$ cat src/hdl/timer16_pkg.sv
// Constants, modes and carrier types shared by the 16-bit timer core.
package timer16_pkg;

    // ------------------------------------------------------------
    // Byte register map
    // ------------------------------------------------------------
    localparam logic [3:0] ADR_CTRL_A = 4'h0;
    localparam logic [3:0] ADR_CTRL_B = 4'h1;
    localparam logic [3:0] ADR_CTRL_C = 4'h2;
    localparam logic [3:0] ADR_CNT_L  = 4'h4;
    localparam logic [3:0] ADR_CNT_H  = 4'h5;
    localparam logic [3:0] ADR_CAP_L  = 4'h6;
    localparam logic [3:0] ADR_CAP_H  = 4'h7;
    localparam logic [3:0] ADR_CMPA_L = 4'h8;
    localparam logic [3:0] ADR_CMPA_H = 4'h9;
    localparam logic [3:0] ADR_CMPB_L = 4'ha;
    localparam logic [3:0] ADR_CMPB_H = 4'hb;
    localparam logic [3:0] ADR_FLAG   = 4'hc;
    localparam logic [3:0] ADR_MASK   = 4'hd;

    // ------------------------------------------------------------
    // Field positions
    // ------------------------------------------------------------
    localparam int CA_COMA   = 6;  // Control A bits 7:6, channel A output mode.
    localparam int CA_COMB   = 4;  // Control A bits 5:4, channel B output mode.
    localparam int CA_WGM_LO = 0;  // Control A bits 1:0, mode low bits.
    localparam int CB_NC     = 7;  // Control B bit 7, noise canceller enable.
    localparam int CB_EDGE   = 6;  // Control B bit 6, capture on rising edge.
    localparam int CB_WGM_HI = 3;  // Control B bits 4:3, mode high bits.
    localparam int CB_CS     = 0;  // Control B bits 2:0, clock select.
    localparam int CC_ACO    = 0;  // Control C bit 0, capture from comparator.
    localparam int FLG_TOV   = 0;
    localparam int FLG_OCA   = 1;
    localparam int FLG_OCB   = 2;
    localparam int FLG_ICF   = 3;
    localparam int FLAG_W    = 4;

    // ------------------------------------------------------------
    // Counter values, modes and codes
    // ------------------------------------------------------------
    localparam logic [15:0] CNT_BOTTOM = 16'h0000;
    localparam logic [15:0] CNT_MAX    = 16'hffff;
    localparam logic [15:0] TOP_8BIT   = 16'h00ff;
    localparam logic [15:0] TOP_9BIT   = 16'h01ff;
    localparam logic [15:0] TOP_10BIT  = 16'h03ff;
    localparam logic [15:0] FAST_MODES = 16'hc0e0;  // One bit per mode number.
    localparam logic [15:0] PC_MODES   = 16'h0f0e;
    localparam logic [15:0] CTC_MODES  = 16'h1010;
    localparam logic [15:0] ICR_TOP    = 16'h5500;
    localparam logic [15:0] OCRA_TOP   = 16'h8a10;
    localparam logic [15:0] FIXED_TOP  = 16'h00ee;
    localparam logic [2:0]  CS_OFF     = 3'h0;
    localparam logic [2:0]  CS_DIV1    = 3'h1;
    localparam logic [2:0]  CS_DIV8    = 3'h2;
    localparam logic [2:0]  CS_DIV64   = 3'h3;
    localparam logic [2:0]  CS_DIV256  = 3'h4;
    localparam logic [2:0]  CS_DIV1024 = 3'h5;
    localparam logic [2:0]  CS_EXT_FALL = 3'h6;
    localparam logic [1:0]  COM_TOG    = 2'h1;
    localparam logic [1:0]  COM_CLR    = 2'h2;
    localparam logic [1:0]  COM_SET    = 2'h3;
    localparam int          PRE_W      = 10;
    localparam logic [1:0]  NC_LAST    = 2'h3;  // Four equal samples pass.
    localparam logic [7:0]  RST_BYTE   = 8'h00;
    localparam logic [15:0] RST_WORD   = 16'h0000;

    // ------------------------------------------------------------
    // Carrier types
    // ------------------------------------------------------------
    typedef struct packed {
        logic [3:0] addr;
        logic [7:0] wdata;
        logic       wr;
        logic       rd;
    } bus_req_s;

    typedef struct packed {
        logic [7:0]        ctrl_a;
        logic [7:0]        ctrl_b;
        logic [7:0]        ctrl_c;
        logic [15:0]       cnt;
        logic              down;
        logic              blk;
        logic [15:0]       ocra_buf;
        logic [15:0]       ocrb_buf;
        logic [15:0]       ocra;
        logic [15:0]       ocrb;
        logic [15:0]       icr;
        logic [7:0]        temp;
        logic [FLAG_W-1:0] flags;
        logic [FLAG_W-1:0] mask;
        logic [FLAG_W-1:0] irq;
        logic [PRE_W-1:0]  pre;
        logic [1:0]        nc_cnt;
        logic              cap_flt;
        logic              cap_prev;
        logic              ext_prev;
        logic [1:0]        oc;
        logic [1:0]        oe;
        logic [7:0]        rdata;
    } timer_state_s;

endpackage : timer16_pkg

$ cat src/hdl/pin_sync.sv
// Two-flop synchroniser for one asynchronous pin.
`timescale 1ns/1ps
module pin_sync (
    input  wire logic clk_sys,  // System clock.
    input  wire logic rst_n,    // Synchronous reset, active low.
    input  wire logic d,        // Asynchronous level.
    output logic      q         // Synchronised level.
);
    logic [1:0] sh;

    // Only the second stage is visible outside.
    always_ff @(posedge clk_sys) begin
        if (!rst_n) begin
            sh <= 2'h0;
        end else begin
            sh <= {sh[0], d};
        end
    end

    assign q = sh[1];

endmodule : pin_sync

$ cat src/hdl/timer16_core.sv
// Sixteen-bit timer core with compare, capture and byte register port.
`timescale 1ns/1ps
module timer16_core
    import timer16_pkg::*;
(
    input  wire logic              clk_sys,             // System clock, 25 MHz.
    input  wire logic              rst_n,               // Synchronous reset.
    input  wire logic              timer_power_off,     // Holds the timer still.
    input  wire logic              ext_count_input,     // External count pin.
    input  wire logic              capture_input_pin,   // Capture pin.
    input  wire logic              comparator_out,      // Analog comparator level.
    input  wire bus_req_s          bus,                 // Byte register request.
    input  wire logic [FLAG_W-1:0] vector_taken,        // Vector clears a flag.
    output logic [7:0]             reg_rdata,           // Read data, next cycle.
    output logic [1:0]             compare_output_pins, // Waveform A and B.
    output logic [1:0]             compare_output_oe,   // Pin driven by timer.
    output logic [FLAG_W-1:0]      irq_req              // Request lines.
);
    timer_state_s s;
    timer_state_s next_s;
    logic         ext_s;
    logic         cap_s;
    logic         aco_s;
    logic [3:0]   wgm;
    logic [2:0]   cs;
    logic [15:0]  top;
    logic         tick;
    logic         pwm;
    logic         at_top;
    logic         cnt_wr;
    logic         cap_edge;
    logic         match_a;
    logic         match_b;

    // ------------------------------------------------------------
    // Input synchronisers
    // ------------------------------------------------------------
    pin_sync u_ext (.clk_sys(clk_sys), .rst_n(rst_n), .d(ext_count_input), .q(ext_s));
    pin_sync u_cap (.clk_sys(clk_sys), .rst_n(rst_n), .d(capture_input_pin), .q(cap_s));
    pin_sync u_aco (.clk_sys(clk_sys), .rst_n(rst_n), .d(comparator_out), .q(aco_s));

    // ------------------------------------------------------------
    // Mode decode and timer tick
    // ------------------------------------------------------------
    assign wgm    = {s.ctrl_b[CB_WGM_HI +: 2], s.ctrl_a[CA_WGM_LO +: 2]};
    assign cs     = s.ctrl_b[CB_CS +: 3];
    assign pwm    = FAST_MODES[wgm] | PC_MODES[wgm];
    assign at_top = (s.cnt == top);
    assign cnt_wr = bus.wr & (bus.addr == ADR_CNT_L);

    always_comb begin
        if (FIXED_TOP[wgm]) begin
            top = (wgm[1:0] == 2'h1) ? TOP_8BIT :
                  (wgm[1:0] == 2'h2) ? TOP_9BIT : TOP_10BIT;
        end else if (OCRA_TOP[wgm]) begin
            top = s.ocra;
        end else if (ICR_TOP[wgm]) begin
            top = s.icr;
        end else begin
            top = CNT_MAX;
        end
    end

    // Clock select picks prescaler tap or pin edge.
    always_comb begin
        case (cs)
            CS_OFF:      tick = 1'b0;
            CS_DIV1:     tick = 1'b1;
            CS_DIV8:     tick = &s.pre[2:0];
            CS_DIV64:    tick = &s.pre[5:0];
            CS_DIV256:   tick = &s.pre[7:0];
            CS_DIV1024:  tick = &s.pre[9:0];
            CS_EXT_FALL: tick = s.ext_prev & ~ext_s;
            default:     tick = ~s.ext_prev & ext_s;
        endcase
        if (timer_power_off) begin
            tick = 1'b0;
        end
    end

    // Matches against the active compare values.
    assign match_a  = tick & ~s.blk & (s.cnt == s.ocra);
    assign match_b  = tick & ~s.blk & (s.cnt == s.ocrb);
    assign cap_edge = (s.cap_flt != s.cap_prev) & (s.cap_flt == s.ctrl_b[CB_EDGE]) &
                      ~timer_power_off;

    // Next waveform level for one channel.
    function automatic logic oc_step(input logic [1:0] com, input logic oc,
                                     input logic hit, input logic wrap,
                                     input logic [3:0] m, input logic dn);
        logic r;
        r = oc;
        if (FAST_MODES[m]) begin
            if (hit && com == COM_TOG) r = ~oc;
            if (hit && com[1]) r = com[0];
            if (wrap && com[1]) r = ~com[0];
        end else if (PC_MODES[m]) begin
            if (hit && com == COM_TOG) r = ~oc;
            if (hit && com[1]) r = com[0] ^ dn;
        end else if (hit) begin
            r = (com == COM_TOG) ? ~oc : (com == COM_CLR) ? 1'b0 :
                (com == COM_SET) ? 1'b1 : oc;
        end
        return r;
    endfunction : oc_step

    // ------------------------------------------------------------
    // Next-state logic
    // ------------------------------------------------------------
    always_comb begin
        logic [1:0] com_a;
        logic [1:0] com_b;
        logic       cap_src;
        logic [FLAG_W-1:0] ev;
        next_s  = s;
        com_a   = s.ctrl_a[CA_COMA +: 2];
        com_b   = s.ctrl_a[CA_COMB +: 2];
        cap_src = s.ctrl_c[CC_ACO] ? aco_s : cap_s;
        ev      = '0;
        next_s.rdata    = RST_BYTE;
        next_s.pre      = s.pre + PRE_W'(1);
        next_s.ext_prev = ext_s;
        next_s.cap_prev = s.cap_flt;

        // Filter passes a level after four equal samples.
        if (!s.ctrl_b[CB_NC] || cap_src == s.cap_flt) begin
            next_s.nc_cnt  = 2'h0;
            next_s.cap_flt = s.ctrl_b[CB_NC] ? s.cap_flt : cap_src;
        end else if (s.nc_cnt == NC_LAST) begin
            next_s.nc_cnt  = 2'h0;
            next_s.cap_flt = cap_src;
        end else begin
            next_s.nc_cnt = s.nc_cnt + 2'h1;
        end

        // Counter counts only on a tick; a low-byte count write also loads it.
        if (tick) begin
            next_s.blk = 1'b0;
            if (PC_MODES[wgm]) begin
                if (!s.down) begin
                    next_s.cnt  = at_top ? s.cnt - 16'h0001 : s.cnt + 16'h0001;
                    next_s.down = at_top;
                end else begin
                    // Turn round and flag overflow at BOTTOM.
                    next_s.cnt   = (s.cnt == CNT_BOTTOM) ? s.cnt + 16'h0001
                                                         : s.cnt - 16'h0001;
                    next_s.down  = (s.cnt != CNT_BOTTOM);
                    ev[FLG_TOV]  = (s.cnt == CNT_BOTTOM);
                end
            end else if (FAST_MODES[wgm] || CTC_MODES[wgm]) begin
                next_s.cnt  = at_top ? CNT_BOTTOM : s.cnt + 16'h0001;
                next_s.down = 1'b0;
                ev[FLG_TOV] = FAST_MODES[wgm] ? at_top : (s.cnt == CNT_MAX);
            end else begin
                next_s.cnt  = s.cnt + 16'h0001;
                next_s.down = 1'b0;
                ev[FLG_TOV] = (s.cnt == CNT_MAX);
            end
        end

        ev[FLG_OCA] = match_a;
        ev[FLG_OCB] = match_b;

        // Capture the count unless capture holds TOP.
        if (cap_edge && !ICR_TOP[wgm]) begin
            next_s.icr   = s.cnt;
            ev[FLG_ICF]  = 1'b1;
        end

        // Compare A as PWM TOP only toggles or stays off.
        next_s.oc[0] = oc_step(com_a, s.oc[0], match_a, tick & at_top, wgm, s.down);
        next_s.oc[1] = oc_step(com_b, s.oc[1], match_b, tick & at_top, wgm, s.down);
        next_s.oe[0] = (com_a != 2'h0) && !(pwm && OCRA_TOP[wgm] && com_a != COM_TOG);
        next_s.oe[1] = (com_b != 2'h0) && !(pwm && com_b == COM_TOG);

        if (bus.wr) begin
            case (bus.addr)
                ADR_CTRL_A: next_s.ctrl_a = bus.wdata;
                ADR_CTRL_B: next_s.ctrl_b = bus.wdata;
                ADR_CTRL_C: next_s.ctrl_c = bus.wdata;
                ADR_CNT_L: begin
                    // Low write commits temp high byte.
                    next_s.cnt = {s.temp, bus.wdata};
                    next_s.blk = 1'b1;
                end
                ADR_CAP_L:  next_s.icr      = {s.temp, bus.wdata};
                ADR_CMPA_L: next_s.ocra_buf = {s.temp, bus.wdata};
                ADR_CMPB_L: next_s.ocrb_buf = {s.temp, bus.wdata};
                ADR_CNT_H, ADR_CAP_H, ADR_CMPA_H, ADR_CMPB_H: next_s.temp = bus.wdata;
                ADR_FLAG:   next_s.flags    = s.flags & ~bus.wdata[FLAG_W-1:0];
                ADR_MASK:   next_s.mask     = bus.wdata[FLAG_W-1:0];
                default:    next_s.temp     = s.temp;
            endcase
        end

        // Double-buffered compare values load at TOP in PWM.
        if (!pwm || (tick && at_top)) begin
            next_s.ocra = s.ocra_buf;
            next_s.ocrb = s.ocrb_buf;
        end

        // Four sources; a set beats any clear.
        next_s.flags = (next_s.flags & ~vector_taken) | ev;
        // Request follows flag and mask together.
        next_s.irq   = next_s.flags & next_s.mask;

        if (bus.rd) begin
            case (bus.addr)
                ADR_CTRL_A: next_s.rdata = s.ctrl_a;
                ADR_CTRL_B: next_s.rdata = s.ctrl_b;
                ADR_CTRL_C: next_s.rdata = s.ctrl_c;
                ADR_CNT_L: begin
                    // Low read latches the high byte.
                    next_s.rdata = s.cnt[7:0];
                    next_s.temp  = s.cnt[15:8];
                end
                ADR_CAP_L: begin
                    next_s.rdata = s.icr[7:0];
                    next_s.temp  = s.icr[15:8];
                end
                ADR_CNT_H, ADR_CAP_H: next_s.rdata = s.temp;
                // Compare reads come straight from the buffer.
                ADR_CMPA_L: next_s.rdata = s.ocra_buf[7:0];
                ADR_CMPA_H: next_s.rdata = s.ocra_buf[15:8];
                ADR_CMPB_L: next_s.rdata = s.ocrb_buf[7:0];
                ADR_CMPB_H: next_s.rdata = s.ocrb_buf[15:8];
                ADR_FLAG:   next_s.rdata = {4'h0, s.flags};
                ADR_MASK:   next_s.rdata = {4'h0, s.mask};
                default:    next_s.rdata = RST_BYTE;
            endcase
        end
    end

    // State register.
    always_ff @(posedge clk_sys) begin
        if (!rst_n) begin
            s <= '0;
        end else begin
            s <= next_s;
        end
    end

    assign reg_rdata           = s.rdata;
    assign compare_output_pins = s.oc;
    assign compare_output_oe   = s.oe;
    assign irq_req             = s.irq;
endmodule : timer16_core

$ cat config.mk
export PLATFORM = sky130hd
export DESIGN_NAME = timer16_core
export DESIGN_NICKNAME = d
export VERILOG_FILES = /design/src/hdl/timer16_pkg.sv /design/src/hdl/pin_sync.sv /design/src/hdl/timer16_core.sv
export SDC_FILE = /design/constraint.sdc
export NUM_CORES = 1
export LEC_CHECK = 0
export BUFFER_PORTS_ARGS = -buffer_cell sky130_fd_sc_hd__buf_4
export CAP_MARGIN = 40
export CORE_ASPECT_RATIO = 1.2
export CORE_MARGIN = 1.5
export CORE_UTILIZATION = 30
export DETAILED_ROUTE_END_ITERATION = 16
export PLACE_DENSITY = 0.45
export REMOVE_ABC_BUFFERS = 1
export SETUP_SLACK_MARGIN = 0.05
export SYNTH_ARGS = -nofsm -noshare
export SYNTH_HDL_FRONTEND = slang
export SYNTH_HIERARCHICAL = 1
export SYNTH_SLANG_ARGS = --single-unit
export TNS_END_PERCENT = 100
$ cat constraint.sdc
create_clock -name clk_sys -period 3.95 [get_ports clk_sys]
set_clock_uncertainty 0.05 [all_clocks]
set_input_delay 0.79 -clock clk_sys [delete_from_list [all_inputs] [get_ports clk_sys]]
set_output_delay 0.79 -clock clk_sys [all_outputs]
set_load 0.05 [all_outputs]
After elaboration in Yosys (flattened, before gate mapping)
Memory sizes are Yosys's and may differ from the RTL's.
Cells that the tools add are included.
{"block": "word_totals", "elab_cells": 213, "reg_bits": 175, "ram_bits": 0, "mem_count": 6, "latchBits": 0, "romBits": 96, "out_inout_bits": 16}
{"block": "classes", "shift": 0, "multipliers": 0, "n_mux": 65, "n_bitwise": 26, "div": 0, "addsub": 4, "n_reduce_logical": 48, "n_lt_le_gt_ge": 1, "n_eq_ne": 36}
{"memory": "(name not given)", "words": 16, "width": 1, "rd": 1, "rd_clocked_by_memory_dff": 0, "write_ports": 0, "line_no": "timer16_core.sv:173", "source": "next_s.oe[0] = (com_a != 2'h0) && !(pwm && OCRA_TOP[wgm] && com_a != COM_TOG);"}
{"memory": "(name not given)", "words": 16, "width": 1, "rd": 1, "rd_clocked_by_memory_dff": 0, "write_ports": 0, "line_no": "timer16_core.sv:97", "source": "end else if (PC_MODES[m]) begin"}
{"memory": "(name not given)", "words": 16, "width": 1, "rd": 1, "rd_clocked_by_memory_dff": 0, "write_ports": 0, "line_no": "timer16_core.sv:93", "source": "if (FAST_MODES[m]) begin"}
{"memory": "(name not given)", "words": 16, "width": 1, "rd": 1, "rd_clocked_by_memory_dff": 0, "write_ports": 0, "line_no": "timer16_core.sv:165", "source": "if (cap_edge && !ICR_TOP[wgm]) begin"}
{"memory": "(name not given)", "words": 16, "width": 1, "rd": 1, "rd_clocked_by_memory_dff": 0, "write_ports": 0, "line_no": "timer16_core.sv:150", "source": "end else if (FAST_MODES[wgm] || CTC_MODES[wgm]) begin"}
{"memory": "(name not given)", "words": 16, "width": 1, "rd": 1, "rd_clocked_by_memory_dff": 0, "write_ports": 0, "line_no": "timer16_core.sv:52", "source": "if (FIXED_TOP[wgm]) begin"}
{"operator": "16-bit 2-to-1 mux", "n": 12}
{"operator": "8-bit one-hot mux with 12 select lines", "n": 1}
{"operator": "17-bit 2-to-1 mux", "n": 3}
{"operator": "16-bit == test", "n": 3}
{"operator": "1-bit 2-to-1 mux", "n": 38}
{"operator": "33-bit 2-to-1 mux", "n": 1}
{"operator": "32-bit 2-to-1 mux", "n": 1}
{"operator": "4-bit == test, second input constant", "n": 6}
{"operator": "10-bit 2-to-1 mux", "n": 2}
{"operator": "18-bit 2-to-1 mux", "n": 1}
{"operator": "2-bit AND reduction", "n": 9}
{"operator": "16-bit by 1-bit adder with 16-bit output, second input constant", "n": 1}
{"operator": "16-bit == test, second input constant", "n": 1}
{"operator": "4-bit by 3-bit == test with 1-bit output, second input constant", "n": 4}
{"operator": "16-bit zero test", "n": 1}
{"operator": "8-bit 2-to-1 mux", "n": 2}
{"operator": "8-bit one-hot mux with 2 select lines", "n": 1}
{"operator": "16-bit nonzero test", "n": 1}
{"operator": "16-bit by 1-bit subtractor with 16-bit output, second input constant", "n": 1}
{"operator": "1-bit logical AND", "n": 13}
{"operator": "4-bit AND", "n": 3}
{"operator": "2-bit == test, second input constant", "n": 6}
{"operator": "10-bit by 1-bit adder with 10-bit output, second input constant", "n": 1}
{"operator": "10-bit AND reduction", "n": 1}
{"operator": "33 further kinds", "n": 67}

Depth between registers and ports, before layout
Gate-level depths: netlist (run 1).
{"block": "logic_depth", "word_depth": 12, "mapped_depth": 18, "depth_no_buf": 12}

By module
The synthesis (run 1) kept the hierarchy.
{"module": "timer16_core", "instances": 1, "cells_per_inst": 1208, "seq_area_each_um2": 3383.2, "area_per_inst_um2": 9571.7}
{"module": "pin_sync", "instances": 3, "cells_per_inst": 4, "seq_area_each_um2": 40.0, "area_per_inst_um2": 52.6}

Least setup slack after synthesis (run 1)
OpenSTA, ideal clock, no wires.
{"block": "synth_timing", "path_kind": "register -> register", "start": "register s[161] (netlist bit)", "end": "register s[141] (netlist bit)", "setup_slack_ps": 653, "arrival_time_ps": 3128, "setup_time_ps": 119, "required_ps": 3781, "stages_incl_launch_ff": 16, "path_cell_list": "dfxtp_1 -> buf_6 -> inv_1 -> ha_1 -> mux2i_1 -> nand2b_1 -> buf_6 -> a22oi_2 -> xnor2_1 -> nor4_2 -> a41oi_1 -> buf_2 -> or3b_4 -> o311a_1 -> o21ai_1 -> a21oi_1"}
{"block": "synth_via", "elab_chain_cells": 12, "elab_cells_between_ends": 29}
{"element": "start: declaration", "line_no": "timer16_core.sv:19", "source": "timer_state_s s;"}
{"element": "start signal: assignment", "line_no": "timer16_core.sv:239", "source": "s <= next_s;"}
{"element": "memory read 16 x 1 bit"}
{"element": "1-bit 2-to-1 mux"}
{"element": "16-bit 2-to-1 mux", "line_no": "timer16_core.sv:57", "source": "end else if (ICR_TOP[wgm]) begin"}
{"element": "16-bit 2-to-1 mux", "line_no": "timer16_core.sv:55", "source": "end else if (OCRA_TOP[wgm]) begin"}
{"element": "16-bit 2-to-1 mux", "line_no": "timer16_core.sv:52"}
{"element": "16-bit == test", "line_no": "timer16_core.sv:48", "source": "assign at_top = (s.cnt == top);"}
{"element": "16-bit 2-to-1 mux (on tied branches)", "line_no": "timer16_core.sv:151, timer16_core.sv:141"}
{"element": "17-bit 2-to-1 mux (on tied branches)", "line_no": "timer16_core.sv:150, timer16_core.sv:140"}
{"element": "17-bit 2-to-1 mux *", "line_no": "timer16_core.sv:139", "source": "if (PC_MODES[wgm]) begin"}
{"element": "18-bit 2-to-1 mux *", "line_no": "timer16_core.sv:137", "source": "if (tick) begin"}
{"element": "16-bit 2-to-1 mux", "line_no": "timer16_core.sv:177", "source": "case (bus.addr)"}
{"element": "16-bit 2-to-1 mux *", "line_no": "timer16_core.sv:176", "source": "if (bus.wr) begin"}
Every way passes the cells marked *; elsewhere a longest branch is shown, timed or not. The select of a mux whose other input is x is not followed.
A chain may end at the register's enable or synchronous reset.

Worst setup path in the final report (run 1)
{"block": "layout_timing", "start": "register s[161] (netlist bit)", "end": "register s[136] (netlist bit)"}
Same word-level chain as after synthesis.

==> results of run 1 <==
[routing by layer]
| metal | GRT usage, % | share of wire [%] | vias up |
|---|---|---|---|
| li1 | - | - | 4290 |
| met1 | 29.4 | 44 | 4402 |
| met2 | 37.1 | 47 | 313 |
| met3 | 3.06 | 4.8 | 74 |
| met4 | 10.5 | 4.2 | 0 |
| met5 | 0 | 0 | - |
[power by group through the flow]
stage,clock network [W],logic [W],registers [W]
2_1_floorplan,0,0.000171,0.00187
3_3_place_gp,0,0.000372,0.00187
3_5_place_dp,0,0.000371,0.00187
4_1_cts,0.00192,0.000373,0.00182
5_1_grt,0.00199,0.000402,0.00183
6_report,0.00188,0.000375,0.00182
[worst paths after layout]
path,from,endpoint,slack (ns)
worst max-delay path,s[161],s[136],0.31
worst min-delay path,s[15],s[15],0.37
worst max register to register,s[161],s[136],0.31
worst min register to register,s[15],s[15],0.37
[through the flow]
| stage | setup slack [ns] | utilization (%) | cells |
|---|---|---|---|
| after floorplan | 0.0381 | - | 1108 |
| after global placement | 0.300 | 32.5 | 1610 |
| after detailed placement | 0.304 | 32.6 | 1611 |
| after CTS | 0.268 | 34.6 | 1643 |
| after global routing | 0.0796 | 34.6 | 1643 |
| final | 0.305 | 34.6 | 1643 |
[final cells by class]
type	instances	area [µm²]	area share (%)
clock inverter	15	213	1.92
sequential	175	3500	31.6
multi-input combinational	907	5630	50.7
tap	407	509	4.59
inverter	26	97.6	0.879
clock buffer	17	425	3.83
timing repair buffer	96	724	6.53
[critical path, delay by kind of cell (launching register included)]
family | cells | cell delay, ns
fa+ha+maj | 1 | 0.24
mux | 1 | 0.28
buf+inv | 2 | 0.35
xor+xnor | 1 | 0.15
compound gates | 4 | 0.73
flops | 1 | 0.38
simple gates | 4 | 1.40
[flip-flops by register name, indices dropped and copies added, names as in the netlist]
signal	flops
s	149
reg_rdata	8
irq_req	4
cs	3
compare_output_oe	2
compare_output_pins	2
u_aco/sh	2
u_cap/sh	2
u_ext/sh	2
next_s	1
[cells in the final DEF (no fill, tap or decap), types with 5 or more instances in the layout]
master     Yosys  routed
a21oi_1       84      84
nand2_1      186     186
nand3_1       37      37
o22ai_1       20      20
xor2_1        33      33
a311oi_1       5       5
and2_1        13      13
mux2_2         5       5
a21o_1        10      10
a21boi_0      30      30
o21a_1         5       5
a211oi_1      22      22
nor3_1        17      16
mux2i_1       84      84
o32ai_1        5       5
nor4_1        15      14
o21ai_1        5       5
xnor2_1       17      17
nor2b_1       16      16
nor2_1       112     110
buf_4         19      95
dfxtp_1      175     175
inv_1         25      25
o21ai_0       29      29
ha_1          12      12
clkbuf_16      0      17
o211ai_1      10      10
inv_8          0       5
and3_1        14      14
a31oi_1       14      14
a22oi_1       13      13
[kinds of logic after synthesis]
logic type | count (synthesis) | synth area share [%]
compound gates | 305 | 21.1
mux | 92 | 9.61
xor+xnor | 50 | 4.50
flops | 175 | 36.0
buf+inv | 138 | 6.37
fa+ha+maj | 12 | 1.54
simple gates | 448 | 20.9
==> results.tsv, run 1 <==
metric	value	unit
Via density	5.53	
ranking of synthesized cells by area	dfxtp_1 (36%), mux2i_1 (8.6%), nand2_1 (7.2%)	
Layout area overhead	14.1	%
ant diodes	0	
die span in y	200	µm
FP Rows	72	
area leader, netlist	dfxtp_1	
max_slew headroom	36.1	%
Chip Width	167	µm
maximum fanout along the worst path	10	
outcome	complete, no violations	
crit path time final	3.64	ns
clock root buffer master	clkbuf_16	
full die area	33500	µm²
Worst Max-Slew Pin Slew	0.948	ns
Hold Vio Cnt, Final	0	
first-pass GRT wire length	56900	µm
Total Wirelength	37700	µm
final setup vio count	0	
Skew-Pair Late Insertion Delay	0.44	ns
Vias	9079	
Int Pwr	0.00295	W
Leak	4.39	nW
Worst R2R Path Depth	13	
crit-path cells	inv_1 > ha_1 > mux2i_1 > nand2b_2 > a22oi_2 > xnor2_1 > nor4_2 > a41oi_1 > or2_1 > buf_4 > o21a_1 > or3_1 > a31oi_1	
Overall Power	0.00408	W
Hold Path Stages	1	
crit path max-delay cell type	nor4_2	
Fin Hold WS	0.374	ns
clock share of power	46.1	%
GRT Resource Usage Total	22.6	%
RSZ-0062 raised after global routing	no	
vias in the first global route	8697	
Post-synth EDFFs	0	
post-CTS setup buffers	0	
Worst VDD drop	0.246	mV
Syn Inst Count	1220	
Final Instance Area	11100	µm²
port buffer count	39	
Sink Count	175	
count of cell types in the netlist	80	
Core ar.	32100	µm²
gpl congestion	0.907	
HP Class	reg -> reg	
TritonCTS Buffers	17	
Fin Setup TNS	0	ns
DR iter-0 viols	740	
Nets	1259	
Worst-path clk slew	0.08	ns
most common library cells after synthesis	nand2_1 (186), dfxtp_1 (175), nor2_1 (112)	
drt pass-1 iters	5	
cts hold-fix bufs	0	
PD cells	368	nW/µm²
CTS Buffer Depth	2	
gr ovfl total	0	
fin. max-slew vios	0	
placed cell area	10400	µm²
DPL Wire Length	27100	µm
layout cell share with drive strength beyond 1	12.1	%
Setup crit end kind	flop	
largest net degree at the start of global routing	39	
Post-synth top flop	dfxtp_1	
Routed Antenna Nets	0	
IO Pins	40	
Max Cap Viol	0	
slowest stage delay, CP	0.40	ns
synthesized cell area	9730	µm²
YS warnings	6	
Gate power share	9.2	%
Sw Pwr	0.00113	W
Seq pwr share	44.7	%
Async SR Flop Fraction	0	%
fin crit share	92.3	%
number of synthesized register bits	175	
post-CTS sizing	0	
synthesized area per cell	7.97	µm²
Highest Clock Rate	0.274	GHz
Worst EP arrival	3.97	ns
initial antenna violation count	1	
routed len/inst	23.0	µm
CTS tree	yes	
DRC errors left	0	
CP Launch Type	flop	
fill count	3437	
top-count cell post-synth	nand2_1	
H-tree levels	4	
top-area cell type share of the netlist area	36.0	%
sw frac	27.8	%
required time worst endpoint	4.27	ns
sequential share of the synthesized area	36.0	%
CP Class	reg -> reg	
initial core utilization	30.3	%
Power figures use the tool's default switching activity.
==> inputs of run 2 (changes only) <==
--- a/config.mk
+++ b/config.mk
@@ -5,6 +5,7 @@
 export SDC_FILE = /design/constraint.sdc
 export NUM_CORES = 1
 export LEC_CHECK = 0
+export ABC_AREA = 1
 export BUFFER_PORTS_ARGS = -buffer_cell sky130_fd_sc_hd__buf_4
 export CAP_MARGIN = 40
 export CORE_ASPECT_RATIO = 1.2
==> results.tsv, run 2 <==
metric	value	unit
outcome	complete, no violations	
first-pass GRT wire length	57300	µm
Hold Vio Cnt, Final	0	
mux share of post-synthesis cell area	0.100	%
GRT Resource Usage Total	22.6	%
CP Class	reg -> reg	
port buffer count	39	
CTS Buffer Depth	2	
Final Worst Setup Slack	0.561	ns
required time worst endpoint	4.29	ns
Most flops, register	s	
Total Wirelength	38200	µm
crit path time final	3.39	ns
Skew-Pair Late Insertion Delay	0.46	ns
layout cell share with drive strength beyond 1	8.92	%
Synth Area in XOR/XNOR	4.13	%
DR iter-0 viols	667	
cts hold-fix bufs	0	
drt pass-1 iters	5	
Sink Count	175	
Leak	4.77	nW
placed cell area	10600	µm²
vias in the first global route	8983	
Max Cap Viol	0	
Vias	9700	
Worst EP arrival	3.73	ns
sw frac	29.5	%
FP Rows	73	
HP Class	reg -> reg	
area of the multi-input gates	5220	µm²
Synth Area in Compound Gates	20.9	%
fill count	3647	
clock share of power	40.5	%
Gate power share	12.6	%
full die area	34400	µm²
Syn Inst Count	1506	
die span in y	203	µm
Fin Hold WS	0.363	ns
commonest cells after routing, fill and taps aside	nand2_1 (271), inv_1 (202), dfxtp_1 (175)	
initial antenna violation count	0	
max_slew headroom	42.4	%
Layout area overhead	11.8	%
post-synthesis simple-gate area fraction	25.7	%
main combinational cell family by area after synthesis	simple AND/OR/NAND/NOR gates	
fin crit share	85.8	%
IO Pins	40	
Highest Clock Rate	0.295	GHz
final setup vio count	0	
PD cells	358	nW/µm²
ant diodes	0	
area leader, netlist	dfxtp_1	
Int Pwr	0.00281	W
synthesized cell area	9980	µm²
Setup crit end kind	flop	
count of cell types in the netlist	44	
synthesized area per cell	6.63	µm²
sequential share of the synthesized area	35.1	%
top-area cell type share of the netlist area	35.1	%
Core ar.	33000	µm²
DPL Wire Length	27700	µm
most common cell after layout, fill and taps aside	nand2_1	
CP Launch Type	flop	
maximum fanout along the worst path	64	
largest net degree at the start of global routing	73	
Worst VDD drop	0.298	mV
routed len/inst	19.5	µm
DRC errors left	0	
max FFs per register	149	
RSZ-0062 raised after global routing	no	
TritonCTS Buffers	17	
ranking of synthesized cells by area	dfxtp_1 (35%), nand2_1 (10%), inv_1 (7.6%)	
Fin Setup TNS	0	ns
Core Util, Final	33.8	%
Via density	4.94	
top-count cell post-synth	nand2_1	
Reg2Reg Setup Slack	0.56	ns
most common library cells after synthesis	nand2_1 (271), inv_1 (202), dfxtp_1 (175)	
Post-synth top flop	dfxtp_1	
Seq pwr share	46.9	%
Post-synth EDFFs	0	
CTS tree	yes	
Worst Max-Slew Pin Slew	0.863	ns
gpl congestion	0.904	
Final Instance Area	11200	µm²
initial core utilization	30.3	%
Worst-path clk slew	0.07	ns
Async SR Flop Fraction	0	%
post-place setup slack	0.589	ns
Synth Area in Adders	1.50	%
YS warnings	6	
post-CTS sizing	0	
fin. max-slew vios	0	
Storage cell area	3500	µm²
gr ovfl total	0	
post-CTS setup buffers	0	
Chip Width	169	µm
clock root buffer master	clkbuf_16	
H-tree levels	4	
number of synthesized register bits	175	
Routed Antenna Nets	0	
Nets	1536	
Sw Pwr	0.00118	W
-- run 2: worst max-delay path: stages (launching register included) --
cell and delay, ns:
dfxtp_1 0.40, inv_1 0.13, ha_1 0.24, nand2_1 0.10, nand2_2 0.17, nand2_2 0.31
nand2_1 0.12, nand3_1 0.08, nand2_1 0.05, nand2_1 0.10, nand3_1 0.14, nor2_4 0.31
nand2_4 0.18, nor2_4 0.18, inv_2 0.09, nand2_8 0.32, o21ai_0 0.14, a21oi_1 0.15
-- run 2: worst paths after layout --
| check | startpoint | end | cells after the start |
|---|---|---|---|
| setup / recovery | s[161] | s[92] | 17 |
| hold / removal | u_cap/sh[0] | u_cap/sh[1] | 2 |
| setup reg to reg | s[161] | s[92] | 17 |
| hold reg to reg | u_cap/sh[0] | u_cap/sh[1] | 2 |
-- run 2: cells by family after synthesis --
family | after synthesis
AOI/OAI and AO/OA | 378
xor gates and xnor gates | 47
adders and majority gates | 12
buffers and inverters | 304
DFF | 175
muxes | 1
and+or+nand+nor | 589
-- run 2: metrics by stage --
stage / cells / power [W]
after global placement: 1928 / 0.00241
after floorplan: 1414 / 0.00219
after global routing: 1963 / 0.00416
after detailed placement: 1931 / 0.00241
after CTS: 1963 / 0.00403
final: 1963 / 0.00399
-- run 2: power groups by stage --
stage / Sequential [W] / Clock [W] / Combinational (W)
5_1_grt: 0.00188 / 0.00172 / 0.000557
2_1_floorplan: 0.00190 / 0 / 0.000297
4_1_cts: 0.00187 / 0.00166 / 0.000501
3_5_place_dp: 0.00191 / 0 / 0.000499
6_report: 0.00187 / 0.00162 / 0.000502
3_3_place_gp: 0.00191 / 0 / 0.000494
-- run 2: final cells by class --
class	instances	share of cell area (%)
clock inverters	12	0.751
clock buffers	20	4.09
well taps	450	5.05
flip-flops and latches	175	31.4
inverters	212	7.13
multi-input cells	1027	46.8
repair buffers	67	4.80
-- run 2: layer usage --
| metal | GRT usage, % | up-vias | wire [µm] |
|---|---|---|---|
| li1 | - | 4915 | - |
| met2 | 38.8 | 201 | 18700 |
| met5 | 0 | - | 0 |
| met1 | 29.4 | 4547 | 17400 |
| met4 | 7.87 | 0 | 990 |
| met3 | 2.44 | 37 | 1120 |
